<file path="src/shared/sdirq_pkg.sv">
package sdirq_pkg;

    // ----------------------------------------------------------------
    // Register map
    // ----------------------------------------------------------------
    localparam logic [7:0] DATA_LENGTH_OFS = 8'h28;
    localparam logic [7:0] DATA_CONTROL_OFS = 8'h2c;
    localparam logic [7:0] FLAG_STATUS_OFS = 8'h34;
    localparam logic [7:0] FLAG_CLEAR_OFS = 8'h38;
    localparam logic [7:0] IRQ_ENABLE_OFS = 8'h3c;
    localparam logic [7:0] WORD_COUNT_OFS = 8'h48;
    localparam logic [7:0] BUF_BASE_OFS = 8'h80;
    localparam logic [7:0] BUF_LAST_OFS = 8'hfc;

    // ----------------------------------------------------------------
    // Field layout and reset values
    // ----------------------------------------------------------------
    localparam int FLAG_W = 13;
    localparam int COUNT_W = 24;
    localparam int LEN_W = 25;
    localparam int XFER_EN_BIT = 0;
    localparam logic [12:0] IRQ_ENABLE_RST = 13'h0000;
    localparam logic [23:0] WORD_COUNT_RST = 24'h000000;
    localparam logic [31:0] BUF_WORD_RST = 32'h00000000;
    localparam logic [24:0] DATA_LENGTH_RST = 25'h0000000;

    typedef struct packed {
        logic tx_active_irq_en;
        logic cmd_active_irq_en;
        logic block_done_irq_en;
        logic start_bit_err_irq_en;
        logic transfer_done_irq_en;
        logic cmd_sent_irq_en;
        logic resp_received_irq_en;
        logic rx_overrun_irq_en;
        logic tx_underrun_irq_en;
        logic data_timeout_irq_en;
        logic cmd_timeout_irq_en;
        logic data_crc_fail_irq_en;
        logic cmd_crc_fail_irq_en;
    } sdirq_enable_s;

endpackage : sdirq_pkg

</file>
<file path="src/hdl/sdirq_regs.sv">
// The implementer's own choice: the AHB-Lite register port.
`timescale 1ns/10ps
module sdirq_regs #(
    parameter int BUF_DEPTH = 32
) (
    input wire logic hclk,
    input wire logic hresetn,
    input wire logic hsel,
    input wire logic [31:0] haddr,
    input wire logic [1:0] htrans,
    input wire logic hwrite,
    input wire logic [2:0] hsize,
    input wire logic [31:0] hwdata,
    input wire logic hready,
    output logic [31:0] hrdata,
    output logic hreadyout,
    output logic hresp,
    input wire logic [12:0] flag_set,
    input wire logic word_moved,
    output logic irq
);

    // ----------------------------------------------------------------
    // Bus address phase capture
    // ----------------------------------------------------------------
    logic wr_pend_q;
    logic [7:0] wr_addr_q;
    logic rd_hit;
    logic [31:0] rd_data_d;
    logic [31:0] rd_data_q;

    sdirq_pkg::sdirq_enable_s irq_enable;
    logic tx_active_irq_en_q;
    logic cmd_active_irq_en_q;
    logic block_done_irq_en_q;
    logic start_bit_err_irq_en_q;
    logic transfer_done_irq_en_q;
    logic cmd_sent_irq_en_q;
    logic resp_received_irq_en_q;
    logic rx_overrun_irq_en_q;
    logic tx_underrun_irq_en_q;
    logic data_timeout_irq_en_q;
    logic cmd_timeout_irq_en_q;
    logic data_crc_fail_irq_en_q;
    logic cmd_crc_fail_irq_en_q;
    logic enable_wr;
    logic [12:0] masked;
    logic [12:0] flags_q;
    logic [23:0] count_q;
    logic [24:0] length_q;
    logic xfer_en_q;
    logic [31:0] buf_q [BUF_DEPTH];
    logic irq_q;

    // Every word offset from the buffer base up to its last word lands in the window.
    function automatic logic in_buf(input logic [7:0] a);
        in_buf = (a >= sdirq_pkg::BUF_BASE_OFS) && (a <= sdirq_pkg::BUF_LAST_OFS);
    endfunction : in_buf

    function automatic logic [4:0] buf_idx(input logic [7:0] a);
        buf_idx = a[6:2];
    endfunction : buf_idx

    // One place decides that a pending data-phase write targets a given offset, except the counter load, which compares inline.
    function automatic logic hits(input logic pend, input logic [7:0] a, input logic [7:0] ofs);
        hits = pend && (a == ofs);
    endfunction : hits

    // Bytes to words, rounding a partial trailing word up.
    function automatic logic [23:0] words_of(input logic [24:0] len);
        logic [25:0] sum;
        sum = {1'b0, len} + 26'h0000003;
        words_of = sum[25:2];
    endfunction : words_of

    assign rd_hit = hsel && hready && htrans[1] && !hwrite;

    always_ff @(posedge hclk or negedge hresetn) begin
        if (!hresetn) begin
            wr_pend_q <= 1'b0;
            wr_addr_q <= 8'h00;
        end else if (hready) begin
            wr_pend_q <= hsel && htrans[1] && hwrite;
            wr_addr_q <= haddr[7:0];
        end
    end

    // ----------------------------------------------------------------
    // Read mux
    // ----------------------------------------------------------------
    always_comb begin
        rd_data_d = 32'h00000000;
        if (in_buf(haddr[7:0])) begin
            rd_data_d = buf_q[buf_idx(haddr[7:0])];
        end else begin
            case (haddr[7:0])
                sdirq_pkg::IRQ_ENABLE_OFS: rd_data_d = {19'h00000, irq_enable};
                sdirq_pkg::FLAG_STATUS_OFS: rd_data_d = {19'h00000, flags_q};
                sdirq_pkg::WORD_COUNT_OFS: rd_data_d = {8'h00, count_q};
                sdirq_pkg::DATA_LENGTH_OFS: rd_data_d = {7'h00, length_q};
                sdirq_pkg::DATA_CONTROL_OFS: rd_data_d = {31'h00000000, xfer_en_q};
                default: rd_data_d = 32'h00000000;
            endcase
        end
    end

    // Read data is registered, so every output is a flip-flop; no wait states.
    always_ff @(posedge hclk or negedge hresetn) begin
        if (!hresetn) begin
            rd_data_q <= 32'h00000000;
        end else if (rd_hit) begin
            rd_data_q <= rd_data_d;
        end
    end

    // No register needs a wait state, so the slave never stretches a transfer.
    always_ff @(posedge hclk or negedge hresetn) begin
        if (!hresetn) begin
            hreadyout <= 1'b1;
            hresp <= 1'b0;
        end else begin
            hreadyout <= 1'b1;
            hresp <= 1'b0;
        end
    end

    assign hrdata = rd_data_q;

    // ----------------------------------------------------------------
    // Control registers
    // ----------------------------------------------------------------
    // ----------------------------------------------------------------
    // Interrupt enable bits
    // ----------------------------------------------------------------
    // Enables only mask the request; flags keep collecting events while
    // masked, so setting an enable late raises the interrupt one clock after the enable loads.
    assign enable_wr = hits(wr_pend_q, wr_addr_q, sdirq_pkg::IRQ_ENABLE_OFS);

    assign irq_enable = {
        tx_active_irq_en_q,
        cmd_active_irq_en_q,
        block_done_irq_en_q,
        start_bit_err_irq_en_q,
        transfer_done_irq_en_q,
        cmd_sent_irq_en_q,
        resp_received_irq_en_q,
        rx_overrun_irq_en_q,
        tx_underrun_irq_en_q,
        data_timeout_irq_en_q,
        cmd_timeout_irq_en_q,
        data_crc_fail_irq_en_q,
        cmd_crc_fail_irq_en_q
    };

    always_ff @(posedge hclk or negedge hresetn) begin
        if (!hresetn) begin
            tx_active_irq_en_q <= sdirq_pkg::IRQ_ENABLE_RST[12];
        end else if (enable_wr) begin
            tx_active_irq_en_q <= hwdata[12];
        end
    end

    always_ff @(posedge hclk or negedge hresetn) begin
        if (!hresetn) begin
            cmd_active_irq_en_q <= sdirq_pkg::IRQ_ENABLE_RST[11];
        end else if (enable_wr) begin
            cmd_active_irq_en_q <= hwdata[11];
        end
    end

    always_ff @(posedge hclk or negedge hresetn) begin
        if (!hresetn) begin
            block_done_irq_en_q <= sdirq_pkg::IRQ_ENABLE_RST[10];
        end else if (enable_wr) begin
            block_done_irq_en_q <= hwdata[10];
        end
    end

    always_ff @(posedge hclk or negedge hresetn) begin
        if (!hresetn) begin
            start_bit_err_irq_en_q <= sdirq_pkg::IRQ_ENABLE_RST[9];
        end else if (enable_wr) begin
            start_bit_err_irq_en_q <= hwdata[9];
        end
    end

    always_ff @(posedge hclk or negedge hresetn) begin
        if (!hresetn) begin
            transfer_done_irq_en_q <= sdirq_pkg::IRQ_ENABLE_RST[8];
        end else if (enable_wr) begin
            transfer_done_irq_en_q <= hwdata[8];
        end
    end

    always_ff @(posedge hclk or negedge hresetn) begin
        if (!hresetn) begin
            cmd_sent_irq_en_q <= sdirq_pkg::IRQ_ENABLE_RST[7];
        end else if (enable_wr) begin
            cmd_sent_irq_en_q <= hwdata[7];
        end
    end

    always_ff @(posedge hclk or negedge hresetn) begin
        if (!hresetn) begin
            resp_received_irq_en_q <= sdirq_pkg::IRQ_ENABLE_RST[6];
        end else if (enable_wr) begin
            resp_received_irq_en_q <= hwdata[6];
        end
    end

    always_ff @(posedge hclk or negedge hresetn) begin
        if (!hresetn) begin
            rx_overrun_irq_en_q <= sdirq_pkg::IRQ_ENABLE_RST[5];
        end else if (enable_wr) begin
            rx_overrun_irq_en_q <= hwdata[5];
        end
    end

    always_ff @(posedge hclk or negedge hresetn) begin
        if (!hresetn) begin
            tx_underrun_irq_en_q <= sdirq_pkg::IRQ_ENABLE_RST[4];
        end else if (enable_wr) begin
            tx_underrun_irq_en_q <= hwdata[4];
        end
    end

    always_ff @(posedge hclk or negedge hresetn) begin
        if (!hresetn) begin
            data_timeout_irq_en_q <= sdirq_pkg::IRQ_ENABLE_RST[3];
        end else if (enable_wr) begin
            data_timeout_irq_en_q <= hwdata[3];
        end
    end

    always_ff @(posedge hclk or negedge hresetn) begin
        if (!hresetn) begin
            cmd_timeout_irq_en_q <= sdirq_pkg::IRQ_ENABLE_RST[2];
        end else if (enable_wr) begin
            cmd_timeout_irq_en_q <= hwdata[2];
        end
    end

    always_ff @(posedge hclk or negedge hresetn) begin
        if (!hresetn) begin
            data_crc_fail_irq_en_q <= sdirq_pkg::IRQ_ENABLE_RST[1];
        end else if (enable_wr) begin
            data_crc_fail_irq_en_q <= hwdata[1];
        end
    end

    always_ff @(posedge hclk or negedge hresetn) begin
        if (!hresetn) begin
            cmd_crc_fail_irq_en_q <= sdirq_pkg::IRQ_ENABLE_RST[0];
        end else if (enable_wr) begin
            cmd_crc_fail_irq_en_q <= hwdata[0];
        end
    end

    always_ff @(posedge hclk or negedge hresetn) begin
        if (!hresetn) begin
            length_q <= sdirq_pkg::DATA_LENGTH_RST;
        end else if (hits(wr_pend_q, wr_addr_q, sdirq_pkg::DATA_LENGTH_OFS)) begin
            length_q <= hwdata[24:0];
        end
    end

    always_ff @(posedge hclk or negedge hresetn) begin
        if (!hresetn) begin
            xfer_en_q <= 1'b0;
        end else if (hits(wr_pend_q, wr_addr_q, sdirq_pkg::DATA_CONTROL_OFS)) begin
            xfer_en_q <= hwdata[sdirq_pkg::XFER_EN_BIT];
        end
    end

    // ----------------------------------------------------------------
    // Status flags: a set in the same cycle as a clear wins.
    // ----------------------------------------------------------------
    always_ff @(posedge hclk or negedge hresetn) begin
        if (!hresetn) begin
            flags_q <= 13'h0000;
        end else if (hits(wr_pend_q, wr_addr_q, sdirq_pkg::FLAG_CLEAR_OFS)) begin
            flags_q <= (flags_q & ~hwdata[12:0]) | flag_set;
        end else begin
            flags_q <= flags_q | flag_set;
        end
    end

    // ----------------------------------------------------------------
    // Word counter
    // ----------------------------------------------------------------
    // Writing the enable bit loads the counter even if it was already set,
    // so software can restart a transfer without clearing first.
    always_ff @(posedge hclk or negedge hresetn) begin
        if (!hresetn) begin
            count_q <= sdirq_pkg::WORD_COUNT_RST;
        end else if (wr_pend_q && wr_addr_q == sdirq_pkg::DATA_CONTROL_OFS
                     && hwdata[sdirq_pkg::XFER_EN_BIT]) begin
            count_q <= words_of(length_q);
        end else if (word_moved && count_q != 24'h000000) begin
            // The counter halts at zero; a move pulse after the last word is
            // ignored rather than wrapping to the top of the range.
            count_q <= count_q - 24'h000001;
        end
    end

    // ----------------------------------------------------------------
    // Data buffer window
    // ----------------------------------------------------------------
    // The CPU and the core share one window; nothing here arbitrates, so
    // software must not touch a word the core is still moving.
    always_ff @(posedge hclk or negedge hresetn) begin
        if (!hresetn) begin
            for (int i = 0; i < BUF_DEPTH; i++) begin
                buf_q[i] <= sdirq_pkg::BUF_WORD_RST;
            end
        end else if (wr_pend_q && in_buf(wr_addr_q)) begin
            buf_q[buf_idx(wr_addr_q)] <= hwdata;
        end
    end

    // ----------------------------------------------------------------
    // Masked flags
    // ----------------------------------------------------------------
    // Each flag is gated by its own enable before the OR, so a flag that
    // is masked can never hold the request up on its own.
    assign masked[12] = flags_q[12] & irq_enable.tx_active_irq_en;
    assign masked[11] = flags_q[11] & irq_enable.cmd_active_irq_en;
    assign masked[10] = flags_q[10] & irq_enable.block_done_irq_en;
    assign masked[9] = flags_q[9] & irq_enable.start_bit_err_irq_en;
    assign masked[8] = flags_q[8] & irq_enable.transfer_done_irq_en;
    assign masked[7] = flags_q[7] & irq_enable.cmd_sent_irq_en;
    assign masked[6] = flags_q[6] & irq_enable.resp_received_irq_en;
    assign masked[5] = flags_q[5] & irq_enable.rx_overrun_irq_en;
    assign masked[4] = flags_q[4] & irq_enable.tx_underrun_irq_en;
    assign masked[3] = flags_q[3] & irq_enable.data_timeout_irq_en;
    assign masked[2] = flags_q[2] & irq_enable.cmd_timeout_irq_en;
    assign masked[1] = flags_q[1] & irq_enable.data_crc_fail_irq_en;
    assign masked[0] = flags_q[0] & irq_enable.cmd_crc_fail_irq_en;

    // ----------------------------------------------------------------
    // Interrupt request
    // ----------------------------------------------------------------
    always_ff @(posedge hclk or negedge hresetn) begin
        if (!hresetn) begin
            irq_q <= 1'b0;
        end else begin
            irq_q <= |masked;
        end
    end

    assign irq = irq_q;

endmodule : sdirq_regs

</file>
<file path="config.mk">
export PLATFORM = sky130hd
export DESIGN_NAME = sdirq_regs
export DESIGN_NICKNAME = d
export VERILOG_FILES = /design/src/shared/sdirq_pkg.sv /design/src/hdl/sdirq_regs.sv
export SDC_FILE = /design/constraint.sdc
export NUM_CORES = 2
export LEC_CHECK = 0
export BUFFER_PORTS_ARGS = -buffer_cell sky130_fd_sc_hd__buf_2
export CAP_MARGIN = 20
export CORE_ASPECT_RATIO = 1.25
export CORE_UTILIZATION = 60
export DETAILED_ROUTE_END_ITERATION = 12
export GPL_TIMING_DRIVEN = 1
export PLACE_DENSITY_LB_ADDON = 0.1
export SETUP_SLACK_MARGIN = 0.1
export SLEW_MARGIN = 15
export SYNTH_ARGS = -nofsm -noshare
export SYNTH_HDL_FRONTEND = slang
export SYNTH_SLANG_ARGS = --single-unit
</file>
<file path="constraint.sdc">
create_clock -name hclk -period 2.7 [get_ports hclk]
set_input_delay 0.405 -clock hclk [delete_from_list [all_inputs] [get_ports hclk]]
set_output_delay 0.405 -clock hclk [all_outputs]
set_load 0.05 [all_outputs]
</file>
==> out/results.ini <==
[cts]
cts_made_buffers = 111
cts-root-buf = clkbuf_16
cts_setup_buffers = 0
clockBufferDepth = 3
cts_tree = done
postCtsHoldBufs = 17
clkLatencyLatePin_ps = 690
clk_pin_slew_ps = 60
ctsResizeCount = 0
cts_htree_levels = 3
numClockSinks = 1142

[sta]
max_freq_mhz = 407
maxSlewViolCount = 0
relSlewSlack_pct = 41.7
min_period_over_period_pct = 90.9
setup_viol_count_final = 0
fin_ws_ps = 245
grt_setup_unrepaired = no
tightest_slew_ps = 874
hold_viol_final = 0
fin_crit_ps = 2450
timing.hold.ws_ps = 42.0
fin_worst_skew_ps = 24.8

[floorplanning]
ioPinCount = 123
die-area_um2 = 87700
die_y_um = 331
die_w_um = 265
coreArea_um2 = 85700
num_rows = 120
start_util_pct = 60.6

[global_routing]
antenna_found_initial = 3
grt_overflow_total = 0
grt_usage_pct = 33.7
first_global_vias = 34075
grt_pass1_wl_mm = 217
grt_max_degree = 140

[route]
wl_per_cell_um = 29.5
wirelength_mm = 144
drc = 0
final_antenna_net_count = 0
via_per_inst = 6.52
drtIter0Drc = 2378
drtPass1Iterations = 8
num_vias = 31888

[logic_synthesis]
syn-num-nets = 3649
synth_largest_area_cell = dfrtp_1
synthCells = 3559
synth_common_cells = 1142 x dfrtp_1, 1069 x mux2_2, 193 x mux4_2, 190 x clkbuf_1, 125 x mux2i_1
ys_seq_area_share_pct = 55.0
yosys_warnings = 0
synth_top_area_share_pct = 55.0
synth_cell_types = 64
ys.flop_type = dfrtp_1
ys_ff_latch = 1142
syn-cell-area_um2 = 51900
yosysMostFrequentCell = dfrtp_1
syn-mean-instance-area_um2 = 14.6
yosys-top-cells-area = dfrtp_1 55%, mux2_2 23%, mux4_2 8.4%
synth_edf_count = 0
synth-async-reset-ratio_pct = 100

[place]
hpwlAfterDp_mm = 89.6
dp_slack_ps = -96.0
place.gp.congestion = 0.865
port-buffer-count = 92

[power_and_ir_drop]
ir_worst_vdd_mv = 0.618
powerDensity_nw_per_um2 = 688
p_leak_nw = 26.6

[layout]
multi_input_area_um2 = 22200
nets = 3742
synthToLayoutAreaGrowth_pct = 12.9
seq_area_um2 = 28600
final_util_pct = 68.3
final.fill_count = 5941
drive_gt1_share_pct = 47.3

[worst_hold_path]
hp-class = input port to register
min_path_cells = 2

[worst_setup_path]
cpPeakStageDelay_ps = 530
cp_slowest_cell = nor2_4
crit_type = register to register
cp.required_ps = 3260
path_max_fanout = 18
cp_cell_sequence = nor2b_1, nand4_1, nor2_4, buf_12, mux2_2
reg2reg_depth = 5
worstSetupStartpointType = register
endpoint_kind = register
cp.arrival_ps = 3010

[run]
cap_violations = 0

[status]
status = finished, final reports clean

[report_power, final]
| part | switching, mW | total, mW | internal, mW | leakage, nW |
|---|---|---|---|---|
| clock network | 6.49 | 15.3 | 8.80 | 1.78 |
| logic | 2.61 | 5.10 | 2.50 | 10.1 |
| registers | 1.07 | 19.9 | 18.8 | 14.7 |
| total | 10.2 | 40.3 | 30.1 | 26.6 |
[metrics by stage]
step / cell area (µm²) / power [mW] / std cells / TNS (ps)
2_1_floorplan: 51900 / 23.4 / 3559 / 0
6_report: 58600 / 40.3 / 4891 / 0
5_1_grt: 58600 / 41.8 / 4890 / 0
3_3_place_gp: 54900 / 24.9 / 4681 / -85.5
4_1_cts: 58600 / 40.5 / 4889 / 0
3_5_place_dp: 54900 / 25.3 / 4681 / -96.0
[worst paths after layout]
kind,from,end,slack [ps]
max reg2reg,wr_addr_q[6],buf_q[537],250
max in group asynchronous,hresetn,cmd_timeout_irq_en_q,1320
min reg2reg,buf_q[803],buf_q[803],490
min,haddr[7],wr_addr_q[7],40
min in group asynchronous,hresetn,buf_q[390],210
max,wr_addr_q[6],buf_q[537],250
[placed cells by master, fill, tap and decap left out, drive strengths merged, types with 30 or more instances in the layout]
cell    instances
a211oi         36
a21oi          89
a22oi          63
buf           287
clkbuf        161
dfrtp        1142
mux2         1079
mux2i         125
mux4          193
nand2          99
nor2           78
o21ai          30
[state kept, by name (all words and copies together) (netlist names), 8 cells and up]
signal     count
hrdata        32
length_q      25
buf_q       1024
count_q       24
wr_addr_q      8
flags_q       13
[layer usage]
layer	share of wire [%]	vias up	track usage, %
met4	5.2	2	16.9
met5	0.0090	-	0
li1	-	13371	-
met3	5.1	350	4.84
met1	39	17217	42.9
met2	50	948	57.1
[critical path: cells and delay by family (launching register included)]
family,cells,cell delay [ps]
flip-flops,1,420
AND/OR/NAND/NOR,3,1210
buffers and inverters,1,330
multiplexers,1,370
[cell families (layout without fill, tap and decap cells)]
family          after synthesis  after routing  synth area share [%]
xor+xnor                     39             39                 0.658
other cells                   2              4                0.0145
mux                        1397           1397                  34.2
flops                      1142           1142                  55.0
simple gates                298            298                  2.83
fa+ha+maj                     2              2                0.0482
buf+inv                     331            502                  2.62
compound gates              348            348                  4.60
[cell type report]
type | instances | area share (%)
Sequential cell | 1142 | 48.8
Multi-Input combinational cell | 2086 | 37.9
Tap cell | 1159 | 2.48
Timing Repair Buffer | 304 | 4.74
Antenna cell | 2 | 0.00854
Inverter | 7 | 0.0448
Clock inverter | 30 | 0.502
Clock buffer | 161 | 5.58
(Power assumes the default switching activity.)
